$ cat src/include/ssc_pkg.sv
`default_nettype none
package ssc_pkg;
    // Reload field width; the largest divider is 2**13 = 8192
    localparam int SSC_RELOAD_W = 13;
    // Clocks per oversample tick before the reload divider; 16 ticks per bit gives /32 or /48
    localparam logic [1:0] SSC_PRE_LO = 2'h2;
    localparam logic [1:0] SSC_PRE_HI = 2'h3;
    // Tick phases within one bit time of 16 ticks
    localparam logic [3:0] SSC_PH_MID = 4'h7;
    localparam logic [3:0] SSC_PH_RISE = 4'h8;
    localparam logic [3:0] SSC_PH_LAST = 4'hf;
    // Bit counts
    localparam logic [3:0] SSC_BITS8 = 4'h8;
    localparam logic [3:0] SSC_BITS9 = 4'h9;
    localparam logic [3:0] SSC_FRAME8 = 4'ha;
    localparam logic [3:0] SSC_ONE = 4'h1;

    typedef enum logic [1:0] {SSC_M_SYNC, SSC_M_ASYNC8, SSC_M_ASYNC9, SSC_M_WAKE} ssc_mode_t;
    typedef enum logic {SSC_TX_IDLE, SSC_TX_SHIFT} ssc_tx_st_t;
    typedef enum logic [1:0] {SSC_RX_IDLE, SSC_RX_START, SSC_RX_BITS} ssc_rx_st_t;
endpackage : ssc_pkg
`default_nettype wire

$ cat src/rtl/ssc_baud_gen.sv
`timescale 1ns/100ps
`default_nettype none
module ssc_baud_gen
    import ssc_pkg::*;
#(
    parameter int RW = SSC_RELOAD_W
) (
    input wire logic clock,
    input wire logic rst_n,
    input wire logic run,
    input wire logic baud_prescale_select,
    input wire logic [RW-1:0] reload,
    output var logic tick
);
    logic [1:0] pre_cnt_reg;
    logic [RW-1:0] div_cnt_reg;
    logic [1:0] pre_top;

    assign pre_top = (baud_prescale_select ? SSC_PRE_HI : SSC_PRE_LO) - 2'h1;

    // Free of any oscillator trimming: the bit rate is purely a divide of the CPU clock
    always_ff @(posedge clock or negedge rst_n) begin
        if (!rst_n) begin
            pre_cnt_reg <= 2'h0;
            div_cnt_reg <= '0;
            tick <= 1'b0;
        end else if (!run) begin
            pre_cnt_reg <= 2'h0;
            div_cnt_reg <= '0;
            tick <= 1'b0;
        end else begin
            tick <= 1'b0;
            if (pre_cnt_reg >= pre_top) begin
                pre_cnt_reg <= 2'h0;
                // A divider lowered mid-count must wrap at once, not run round the whole 13-bit range
                if (div_cnt_reg >= reload) begin
                    div_cnt_reg <= '0;
                    tick <= 1'b1;
                end else begin
                    div_cnt_reg <= div_cnt_reg + {{(RW - 1){1'b0}}, 1'b1};
                end
            end else begin
                pre_cnt_reg <= pre_cnt_reg + 2'h1;
            end
        end
    end
endmodule : ssc_baud_gen
`default_nettype wire

$ cat src/rtl/ssc_vote.sv
`timescale 1ns/100ps
`default_nettype none
module ssc_vote (
    input wire logic clock,
    input wire logic rst_n,
    input wire logic tick,
    input wire logic din,
    output logic vote
);
    logic [2:0] hist_reg;

    // Three samples one tick apart; a single glitch cannot flip a bit
    always_ff @(posedge clock or negedge rst_n) begin
        if (!rst_n) begin
            hist_reg <= 3'h7;
        end else if (tick) begin
            hist_reg <= {hist_reg[1:0], din};
        end
    end

    assign vote = (hist_reg[0] & hist_reg[1]) | (hist_reg[0] & hist_reg[2]) | (hist_reg[1] & hist_reg[2]);
endmodule : ssc_vote
`default_nettype wire

$ cat src/rtl/ssc_serial_channel.sv
// Behaviour
// - A baud generator of the channel's own divides the CPU clock to the bit rate, with no oscillator tuning.
// - Three separate interrupt requests are raised: transmit done, receive done and receive error.
// - Async frames are one start bit, 8 or 9 data bits and one or two stop bits as configured.
// - The wake-up format carries 8 data bits plus a wake bit that marks address bytes.
// - Sync mode shifts whole bytes on a shift clock that this channel generates and drives.
// - Characters are always shifted least significant bit first.
// - A loopback option routes the transmit stream back into the receiver.
// - In 8-bit async mode with parity on, a parity bit is appended on transmit and checked on receive, flagging a mismatch.
// - With framing checks on, a missing stop bit is reported as a framing error.
// - With overrun checks on, a character completing while the last one is unread is an overrun.
// - Reload zero at 50 MHz gives 1562500 baud with prescale select clear and 1041666 baud with it set.
`timescale 1ns/100ps
`default_nettype none
module ssc_serial_channel
    import ssc_pkg::*;
#(
    parameter int RW = SSC_RELOAD_W
) (
    input wire logic clock,
    input wire logic nrst,
    input wire ssc_mode_t mode,
    input wire logic run,
    input wire logic rx_enable,
    input wire logic stop2,
    input wire logic parity_en,
    input wire logic parity_odd,
    input wire logic frame_chk_en,
    input wire logic overrun_chk_en,
    input wire logic loopback,
    input wire logic baud_prescale_select,
    input wire logic [RW-1:0] baud_reload,
    input wire logic [8:0] tx_data,
    input wire logic tx_write,
    input wire logic sync_rx_start,
    input wire logic rx_read,
    input wire logic err_clear,
    input wire logic serial_rx_in,
    output logic serial_txd,
    output logic serial_data_out,
    output logic serial_data_oe_n,
    output logic [8:0] rx_data,
    output logic rx_full,
    output logic tx_busy,
    output logic tx_irq,
    output logic rx_irq,
    output logic err_irq,
    output logic parity_err,
    output logic frame_err,
    output logic overrun_err
);
    logic rst_meta_reg, rst_n_reg, rst_n;
    logic tick, rx_in, rx_vote;
    ssc_tx_st_t tx_st_reg;
    ssc_rx_st_t rx_st_reg;
    logic [11:0] tx_sh_reg;
    logic [3:0] tx_left_reg, tx_ph_reg, rx_ph_reg, rx_idx_reg;
    logic sync_rx_reg;
    logic [8:0] rx_sh_reg, rx_data_reg, rx_word, sync_word;
    logic serial_txd_reg, serial_data_out_reg, serial_data_oe_n_reg;
    logic rx_full_reg, tx_irq_reg, rx_irq_reg, err_irq_reg;
    logic parity_err_reg, frame_err_reg, overrun_err_reg;
    logic is_sync, ninth_en, par_mode, ninth_val, tx_par, tx_go, srx_go, tx_end;
    logic sync_cap, sync_done, sclk, tx_line, sync_drive;
    logic rx_active, rx_stop, rx_bit, rx_start_ev, deliver, par_bad, frame_bad, ovr_hit;
    logic [3:0] rx_total, tx_frame_len;

    // Release of the external reset is retimed so no flop leaves reset on a ragged edge
    always_ff @(posedge clock or negedge nrst) begin
        if (!nrst) begin
            rst_meta_reg <= 1'b0;
            rst_n_reg <= 1'b0;
        end else begin
            rst_meta_reg <= 1'b1;
            rst_n_reg <= rst_meta_reg;
        end
    end
    assign rst_n = rst_n_reg;

    ssc_baud_gen #(.RW(RW)) u_baud (
        .clock(clock),
        .rst_n(rst_n),
        .run(run),
        .baud_prescale_select(baud_prescale_select),
        .reload(baud_reload),
        .tick(tick)
    );

    // Looped data is taken from the registered pins, so the loop sees what the line would see
    assign rx_in = !loopback ? serial_rx_in : (is_sync ? serial_data_out_reg : serial_txd_reg);

    ssc_vote u_vote (
        .clock(clock),
        .rst_n(rst_n),
        .tick(tick),
        .din(rx_in),
        .vote(rx_vote)
    );

    assign is_sync = (mode == SSC_M_SYNC);
    assign par_mode = (mode == SSC_M_ASYNC8) && parity_en;
    assign ninth_en = (mode == SSC_M_ASYNC9) || (mode == SSC_M_WAKE) || par_mode;
    assign tx_par = (^tx_data[7:0]) ^ parity_odd;
    assign ninth_val = par_mode ? tx_par : tx_data[8];
    assign tx_frame_len = SSC_FRAME8 + {3'h0, ninth_en} + {3'h0, stop2};
    assign rx_total = ninth_en ? SSC_BITS9 : SSC_BITS8;

    // A write while busy is dropped; software watches tx_busy
    assign tx_go = run && tx_write && (tx_st_reg == SSC_TX_IDLE);
    assign srx_go = run && is_sync && rx_enable && sync_rx_start && !tx_write && (tx_st_reg == SSC_TX_IDLE);
    assign tx_end = run && tick && (tx_st_reg == SSC_TX_SHIFT) && (tx_ph_reg == SSC_PH_LAST)
        && (tx_left_reg == SSC_ONE);
    assign sync_cap = run && tick && is_sync && (tx_st_reg == SSC_TX_SHIFT) && (tx_ph_reg == SSC_PH_LAST);
    assign sync_done = tx_end && is_sync && (sync_rx_reg || loopback);
    assign sync_word = {1'b0, rx_in, rx_sh_reg[7:1]};
    assign sclk = (tx_st_reg == SSC_TX_SHIFT) ? (tx_ph_reg >= SSC_PH_RISE) : 1'b1;
    assign tx_line = (tx_st_reg == SSC_TX_SHIFT) ? tx_sh_reg[0] : 1'b1;
    assign sync_drive = is_sync && (tx_st_reg == SSC_TX_SHIFT) && !sync_rx_reg;

    always_ff @(posedge clock or negedge rst_n) begin
        if (!rst_n) begin
            tx_st_reg <= SSC_TX_IDLE;
            tx_sh_reg <= 12'hfff;
            tx_left_reg <= 4'h0;
            tx_ph_reg <= 4'h0;
            sync_rx_reg <= 1'b0;
        end else begin
            unique case (tx_st_reg)
                SSC_TX_IDLE: begin
                    tx_ph_reg <= 4'h0;
                    if (tx_go) begin
                        tx_st_reg <= SSC_TX_SHIFT;
                        sync_rx_reg <= 1'b0;
                        if (is_sync) begin
                            tx_sh_reg <= {4'hf, tx_data[7:0]};
                            tx_left_reg <= SSC_BITS8;
                        end else begin
                            tx_sh_reg <= {2'b11, ninth_en ? ninth_val : 1'b1, tx_data[7:0], 1'b0};
                            tx_left_reg <= tx_frame_len;
                        end
                    end else if (srx_go) begin
                        tx_st_reg <= SSC_TX_SHIFT;
                        sync_rx_reg <= 1'b1;
                        tx_sh_reg <= 12'hfff;
                        tx_left_reg <= SSC_BITS8;
                    end
                end
                SSC_TX_SHIFT: begin
                    if (!run) begin
                        tx_st_reg <= SSC_TX_IDLE;
                    end else if (tick) begin
                        tx_ph_reg <= tx_ph_reg + 4'h1;
                        if (tx_ph_reg == SSC_PH_LAST) begin
                            tx_sh_reg <= {1'b1, tx_sh_reg[11:1]};
                            tx_left_reg <= tx_left_reg - 4'h1;
                            if (tx_left_reg == SSC_ONE) begin
                                tx_st_reg <= SSC_TX_IDLE;
                            end
                        end
                    end
                end
            endcase
        end
    end

    // In sync mode the clock pin carries the shift clock and the data pin turns around for receive
    always_ff @(posedge clock or negedge rst_n) begin
        if (!rst_n) begin
            serial_txd_reg <= 1'b1;
            serial_data_out_reg <= 1'b1;
            serial_data_oe_n_reg <= 1'b1;
        end else begin
            serial_txd_reg <= is_sync ? sclk : tx_line;
            serial_data_out_reg <= sync_drive ? tx_sh_reg[0] : 1'b1;
            serial_data_oe_n_reg <= !sync_drive;
        end
    end

    assign rx_active = run && rx_enable && !is_sync;
    assign rx_start_ev = rx_active && tick && (rx_st_reg == SSC_RX_IDLE) && !rx_in;
    assign rx_bit = rx_active && tick && (rx_st_reg == SSC_RX_BITS) && (rx_ph_reg == SSC_PH_MID)
        && (rx_idx_reg != rx_total);
    assign rx_stop = rx_active && tick && (rx_st_reg == SSC_RX_BITS) && (rx_ph_reg == SSC_PH_MID)
        && (rx_idx_reg == rx_total);

    always_ff @(posedge clock or negedge rst_n) begin
        if (!rst_n) begin
            rx_st_reg <= SSC_RX_IDLE;
            rx_ph_reg <= 4'h0;
            rx_idx_reg <= 4'h0;
        end else if (!rx_active) begin
            rx_st_reg <= SSC_RX_IDLE;
        end else if (tick) begin
            unique case (rx_st_reg)
                SSC_RX_IDLE: begin
                    rx_ph_reg <= 4'h0;
                    if (!rx_in) begin
                        rx_st_reg <= SSC_RX_START;
                    end
                end
                SSC_RX_START: begin
                    rx_ph_reg <= rx_ph_reg + 4'h1;
                    if (rx_ph_reg == SSC_PH_MID && rx_vote) begin
                        // A short low pulse is noise, not a start bit
                        rx_st_reg <= SSC_RX_IDLE;
                    end else if (rx_ph_reg == SSC_PH_LAST) begin
                        rx_st_reg <= SSC_RX_BITS;
                        rx_idx_reg <= 4'h0;
                    end
                end
                SSC_RX_BITS: begin
                    rx_ph_reg <= rx_ph_reg + 4'h1;
                    if (rx_ph_reg == SSC_PH_MID) begin
                        // Leave at mid stop bit so the next start edge is caught early
                        if (rx_idx_reg == rx_total) begin
                            rx_st_reg <= SSC_RX_IDLE;
                        end else begin
                            rx_idx_reg <= rx_idx_reg + 4'h1;
                        end
                    end
                end
                default: begin
                    rx_st_reg <= SSC_RX_IDLE;
                end
            endcase
        end
    end

    always_ff @(posedge clock or negedge rst_n) begin
        if (!rst_n) begin
            rx_sh_reg <= 9'h000;
        end else if (rx_start_ev) begin
            rx_sh_reg <= 9'h000;
        end else if (rx_bit) begin
            rx_sh_reg[rx_idx_reg] <= rx_vote;
        end else if (sync_cap) begin
            rx_sh_reg <= sync_word;
        end
    end

    // A wake-mode frame with the wake bit clear is not for this node and is dropped
    assign deliver = (rx_stop && !((mode == SSC_M_WAKE) && !rx_sh_reg[8])) || sync_done;
    assign rx_word = is_sync ? sync_word : (par_mode ? {1'b0, rx_sh_reg[7:0]} : rx_sh_reg);
    assign par_bad = rx_stop && par_mode && (((^rx_sh_reg[7:0]) ^ parity_odd) != rx_sh_reg[8]);
    assign frame_bad = rx_stop && frame_chk_en && !rx_vote;
    assign ovr_hit = deliver && rx_full_reg && overrun_chk_en;

    // Hardware sets win over software clears arriving in the same cycle
    always_ff @(posedge clock or negedge rst_n) begin
        if (!rst_n) begin
            rx_data_reg <= 9'h000;
            rx_full_reg <= 1'b0;
        end else begin
            if (deliver) begin
                rx_data_reg <= rx_word;
            end
            if (deliver) begin
                rx_full_reg <= 1'b1;
            end else if (rx_read) begin
                rx_full_reg <= 1'b0;
            end
        end
    end

    always_ff @(posedge clock or negedge rst_n) begin
        if (!rst_n) begin
            parity_err_reg <= 1'b0;
            frame_err_reg <= 1'b0;
            overrun_err_reg <= 1'b0;
        end else begin
            parity_err_reg <= par_bad || (parity_err_reg && !err_clear);
            frame_err_reg <= frame_bad || (frame_err_reg && !err_clear);
            overrun_err_reg <= ovr_hit || (overrun_err_reg && !err_clear);
        end
    end

    always_ff @(posedge clock or negedge rst_n) begin
        if (!rst_n) begin
            tx_irq_reg <= 1'b0;
            rx_irq_reg <= 1'b0;
            err_irq_reg <= 1'b0;
        end else begin
            tx_irq_reg <= tx_end && !sync_rx_reg;
            rx_irq_reg <= deliver;
            err_irq_reg <= par_bad || frame_bad || ovr_hit;
        end
    end

    assign serial_txd = serial_txd_reg;
    assign serial_data_out = serial_data_out_reg;
    assign serial_data_oe_n = serial_data_oe_n_reg;
    assign rx_data = rx_data_reg;
    assign rx_full = rx_full_reg;
    assign tx_busy = (tx_st_reg == SSC_TX_SHIFT);
    assign tx_irq = tx_irq_reg;
    assign rx_irq = rx_irq_reg;
    assign err_irq = err_irq_reg;
    assign parity_err = parity_err_reg;
    assign frame_err = frame_err_reg;
    assign overrun_err = overrun_err_reg;
endmodule : ssc_serial_channel
`default_nettype wire

$ cat config.mk
export PLATFORM = sky130hd
export DESIGN_NAME = ssc_serial_channel
export DESIGN_NICKNAME = d
export VERILOG_FILES = /design/src/include/ssc_pkg.sv /design/src/rtl/ssc_baud_gen.sv /design/src/rtl/ssc_vote.sv /design/src/rtl/ssc_serial_channel.sv
export SDC_FILE = /design/constraint.sdc
export NUM_CORES = 1
export LEC_CHECK = 0
export BUFFER_PORTS_ARGS = -buffer_cell sky130_fd_sc_hd__buf_2
export CORE_MARGIN = 1.5
export CORE_UTILIZATION = 55
export DETAILED_ROUTE_END_ITERATION = 6
export GPL_TIMING_DRIVEN = 0
export PLACE_DENSITY = 0.76
export SETUP_SLACK_MARGIN = 0.02
export SLEW_MARGIN = 20
export SYNTH_ARGS = -nofsm -noshare
export SYNTH_HDL_FRONTEND = slang
export SYNTH_SLANG_ARGS = --single-unit
$ cat constraint.sdc
create_clock -name clock -period 2.6 [get_ports clock]
set_input_delay 0.39 -clock clock [delete_from_list [all_inputs] [get_ports clock]]
set_output_delay 0.39 -clock clock [all_outputs]
set_load 0.1 [all_outputs]
==> run metrics <==
drt pass-1 iters=4; reg2reg path depth=7; TritonCTS buffer count=9; Vias=about 4200; initial antenna violation count=0; commonest cells after routing, fill and taps aside=73 x nand2_1, 62 x dfrtp_1, 60 x buf_2; Cell Chain, Critical Path=ha_1 > a21oi_1 > o21ai_0 > a2111oi_4 > buf_2 > nand3_1 > a31oi_1; max-slew violations=0; maxcap violations=0; Pleak=2.54 nW; RSZ-0062 raised after global routing=false; PwrDens=about 490 nW/um2; vias in the first global route=4060; H-tree levels=3; Critical Path Fanout Max=10; status=finished, final reports clean; Async SR Flop Fraction=100%; final setup vio count=0; GRT Resource Usage Total=a little under a quarter; Netlist cell types=66; antenna-violating nets left=0; # diodes=0; met3 Use GR=3.44%; # port buffers=57; die area=9610 um2; Tmin final=2.35 ns; WP data required=2.87 ns; # DRC=0; Critical Path Start=u_baud.div_cnt_reg[8]; grt total ovfl=0; Seq cells post-synth=between 70 and 80; routing usage on met2=between 30% and 40%; critical path class=flop to flop; Synthesized Nets=609; Hold Path Sink=rx_full; max reg flops=13; Std-Cell Rows=34; Initial Util=57.0%; first-pass GRT wire length=18300 um; Setup TNS=0 ns; delay of the slowest critical-path stage=approximately 0.58 ns; Post-synth EDFFs=0; initial DRC count=around 120; Ys Warns=0; maximum number of pins on one net before global-route repair=between 50 and 60; slew margin rel.=62.7%; Syn Inst Count=538; Core Area=8720 um2; Most used DFF post-synth=dfrtp_1; GR Util met1=about 30%; WL/cell=about 15 um; clock slew at reported path FFs=0.08 ns; Post-DP HPWL=8010 um; clk sinks=79; io pins=60; Hold Crit Start=rx_read; Clk Latency, worst-skew pair=0.35 ns; leading cell type in the layout, fill and taps excluded=nand2_1; Die Y=98.0 um; CTS tree=done; CTS Buffer Depth=2; Hold Path Depth=2; crit start category=flop; Synth Area per Inst=9.24 um2; Worst-Margin Slew=0.554 ns; Total Nets Final=679; flop2flop setup slack=0.25 ns; WL final=10600 um; setup bufs post-CTS=0; Placer Congestion=0.835; Syn-to-layout area delta=13.3%; clock skew=0.00962 ns; Finished Core Util=64.5%; Critical Path AT=2.63 ns; maximum VDD drop=between 0.0003 and 0.0004 V; worst hold path type=input port to flop; period utilisation layout=90.6%; Worst R2R Start=u_baud.div_cnt_reg[8]; Slowest cell on crit path=a2111oi_4; Hold Vio Cnt, Final=0; sequential area share after synthesis=40.2%; Mapped Area=4970 um2; Fmax=425 MHz; DR vias/cell=5.77; RR Endpoint=u_baud.div_cnt_reg[5]; CTS root buffer=clkbuf_8; Worst setup EP type=flop; busiest grt layer=met2; layout cells sized above 1=a little over a fifth; hold_ws=0.203 ns; Die Width=roughly 100 um
## Yosys cell counts, types with 2 or more instances
cell / n / share of area (%)
mux2_1: 2 / 0.45
mux2i_1: 3 / 0.60
a31oi_1: 17 / 2.1
nand3_1: 30 / 3.0
buf_6: 2 / 0.45
o22ai_1: 19 / 2.4
nor2_1: 16 / 1.2
nand4_1: 5 / 0.63
clkbuf_1: 14 / 1.1
nand2b_1: 5 / 0.63
a221o_1: 2 / 0.40
or2_2: 4 / 0.50
nor2b_1: 6 / 0.76
or3_1: 2 / 0.25
dfstp_2: 16 / 8.5
mux2_2: 12 / 2.7
buf_2: 3 / 0.30
a22o_1: 2 / 0.35
xnor2_1: 18 / 3.2
nand2_1: 73 / 5.5
and4_1: 3 / 0.53
o31ai_1: 2 / 0.30
and2_1: 11 / 1.4
nor3_1: 10 / 1.0
a21o_1: 2 / 0.30
and3_1: 5 / 0.63
nor4_1: 2 / 0.25
o21ai_0: 44 / 4.4
nand3b_1: 4 / 0.60
mux2_4: 5 / 1.5
ha_1: 31 / 7.8
and3b_1: 2 / 0.35
dfrtp_1: 63 / 32
a21oi_1: 15 / 1.5
buf_4: 3 / 0.45
inv_1: 48 / 3.6
a211oi_1: 2 / 0.30
o211ai_1: 5 / 0.76
xor2_1: 3 / 0.53
## stage by stage
step	setup WS (ns)	area, um2	total power [mW]	std cells
floorplan	0.159	4970	1.75	538
global placement	-0.644	5390	1.86	703
detailed placement	0.132	5420	1.89	704
CTS	0.214	5630	2.81	721
global route	0.0518	5630	2.94	721
finish	0.245	5630	2.78	721
## layer usage
| metal | up-vias | wire length, um |
|---|---|---|
| li1 | 2036 | - |
| met1 | 1975 | 4630 |
| met2 | 131 | 5120 |
| met3 | 17 | 582 |
| met4 | 0 | 234 |
| met5 | - | 0 |
## power by group
part	total (mW)	switching (mW)	leakage, nW	internal (mW)
combinational	0.454	0.264	1.43	0.190
clock	0.917	0.469	0.0927	0.449
sequential	1.41	0.0739	1.02	1.34
total	2.78	0.807	2.54	1.98
## critical path: cells and delay by family (launching register included)
| family | cells | cell delay, ns |
|---|---|---|
| compound gates | 4 | 1.11 |
| fa+ha+maj | 1 | 0.32 |
| buf+inv | 1 | 0.31 |
| flops | 1 | 0.43 |
| simple gates | 1 | 0.10 |
## worst max path at each step
stage / endpoint / cells past startpoint / slack (ns)
2_1_floorplan: rx_sh_reg[1] / 5 / 0.16
3_3_place_gp: rx_data[7] / 0 / -0.64
3_5_place_dp: u_baud.div_cnt_reg[6] / 9 / 0.13
4_1_cts: u_baud.div_cnt_reg[6] / 7 / 0.21
5_1_grt: u_baud.div_cnt_reg[6] / 7 / 0.05
6_report: u_baud.div_cnt_reg[5] / 7 / 0.25
## cell families after synthesis
family	synth area share [%]
compound gates	16.5
mux	5.74
buf+inv	5.97
xor+xnor	4.16
fa+ha+maj	8.01
flops	40.2
simple gates	19.4
other cells	0.0755
## final cells by class
| cell class | instances | area, um2 |
|---|---|---|
| buffer | 22 | 113 |
| clock buffer | 10 | 128 |
| clock inverter | 6 | 71.3 |
| fill | 700 | 3090 |
| inverter | 49 | 184 |
| multi-input combinational | 388 | 2680 |
| sequential | 79 | 2000 |
| tap | 108 | 135 |
| timing repair buffer | 59 | 323 |
## repair_timing
action                                  4_1_cts  5_1_grt
gates resized for setup                       0        0
hold buffers                                  1        0
hold endpoints to repair                      2        0
endpoints found under the setup margin        0        0
Note: power is estimated with default switching activity, not from simulation.
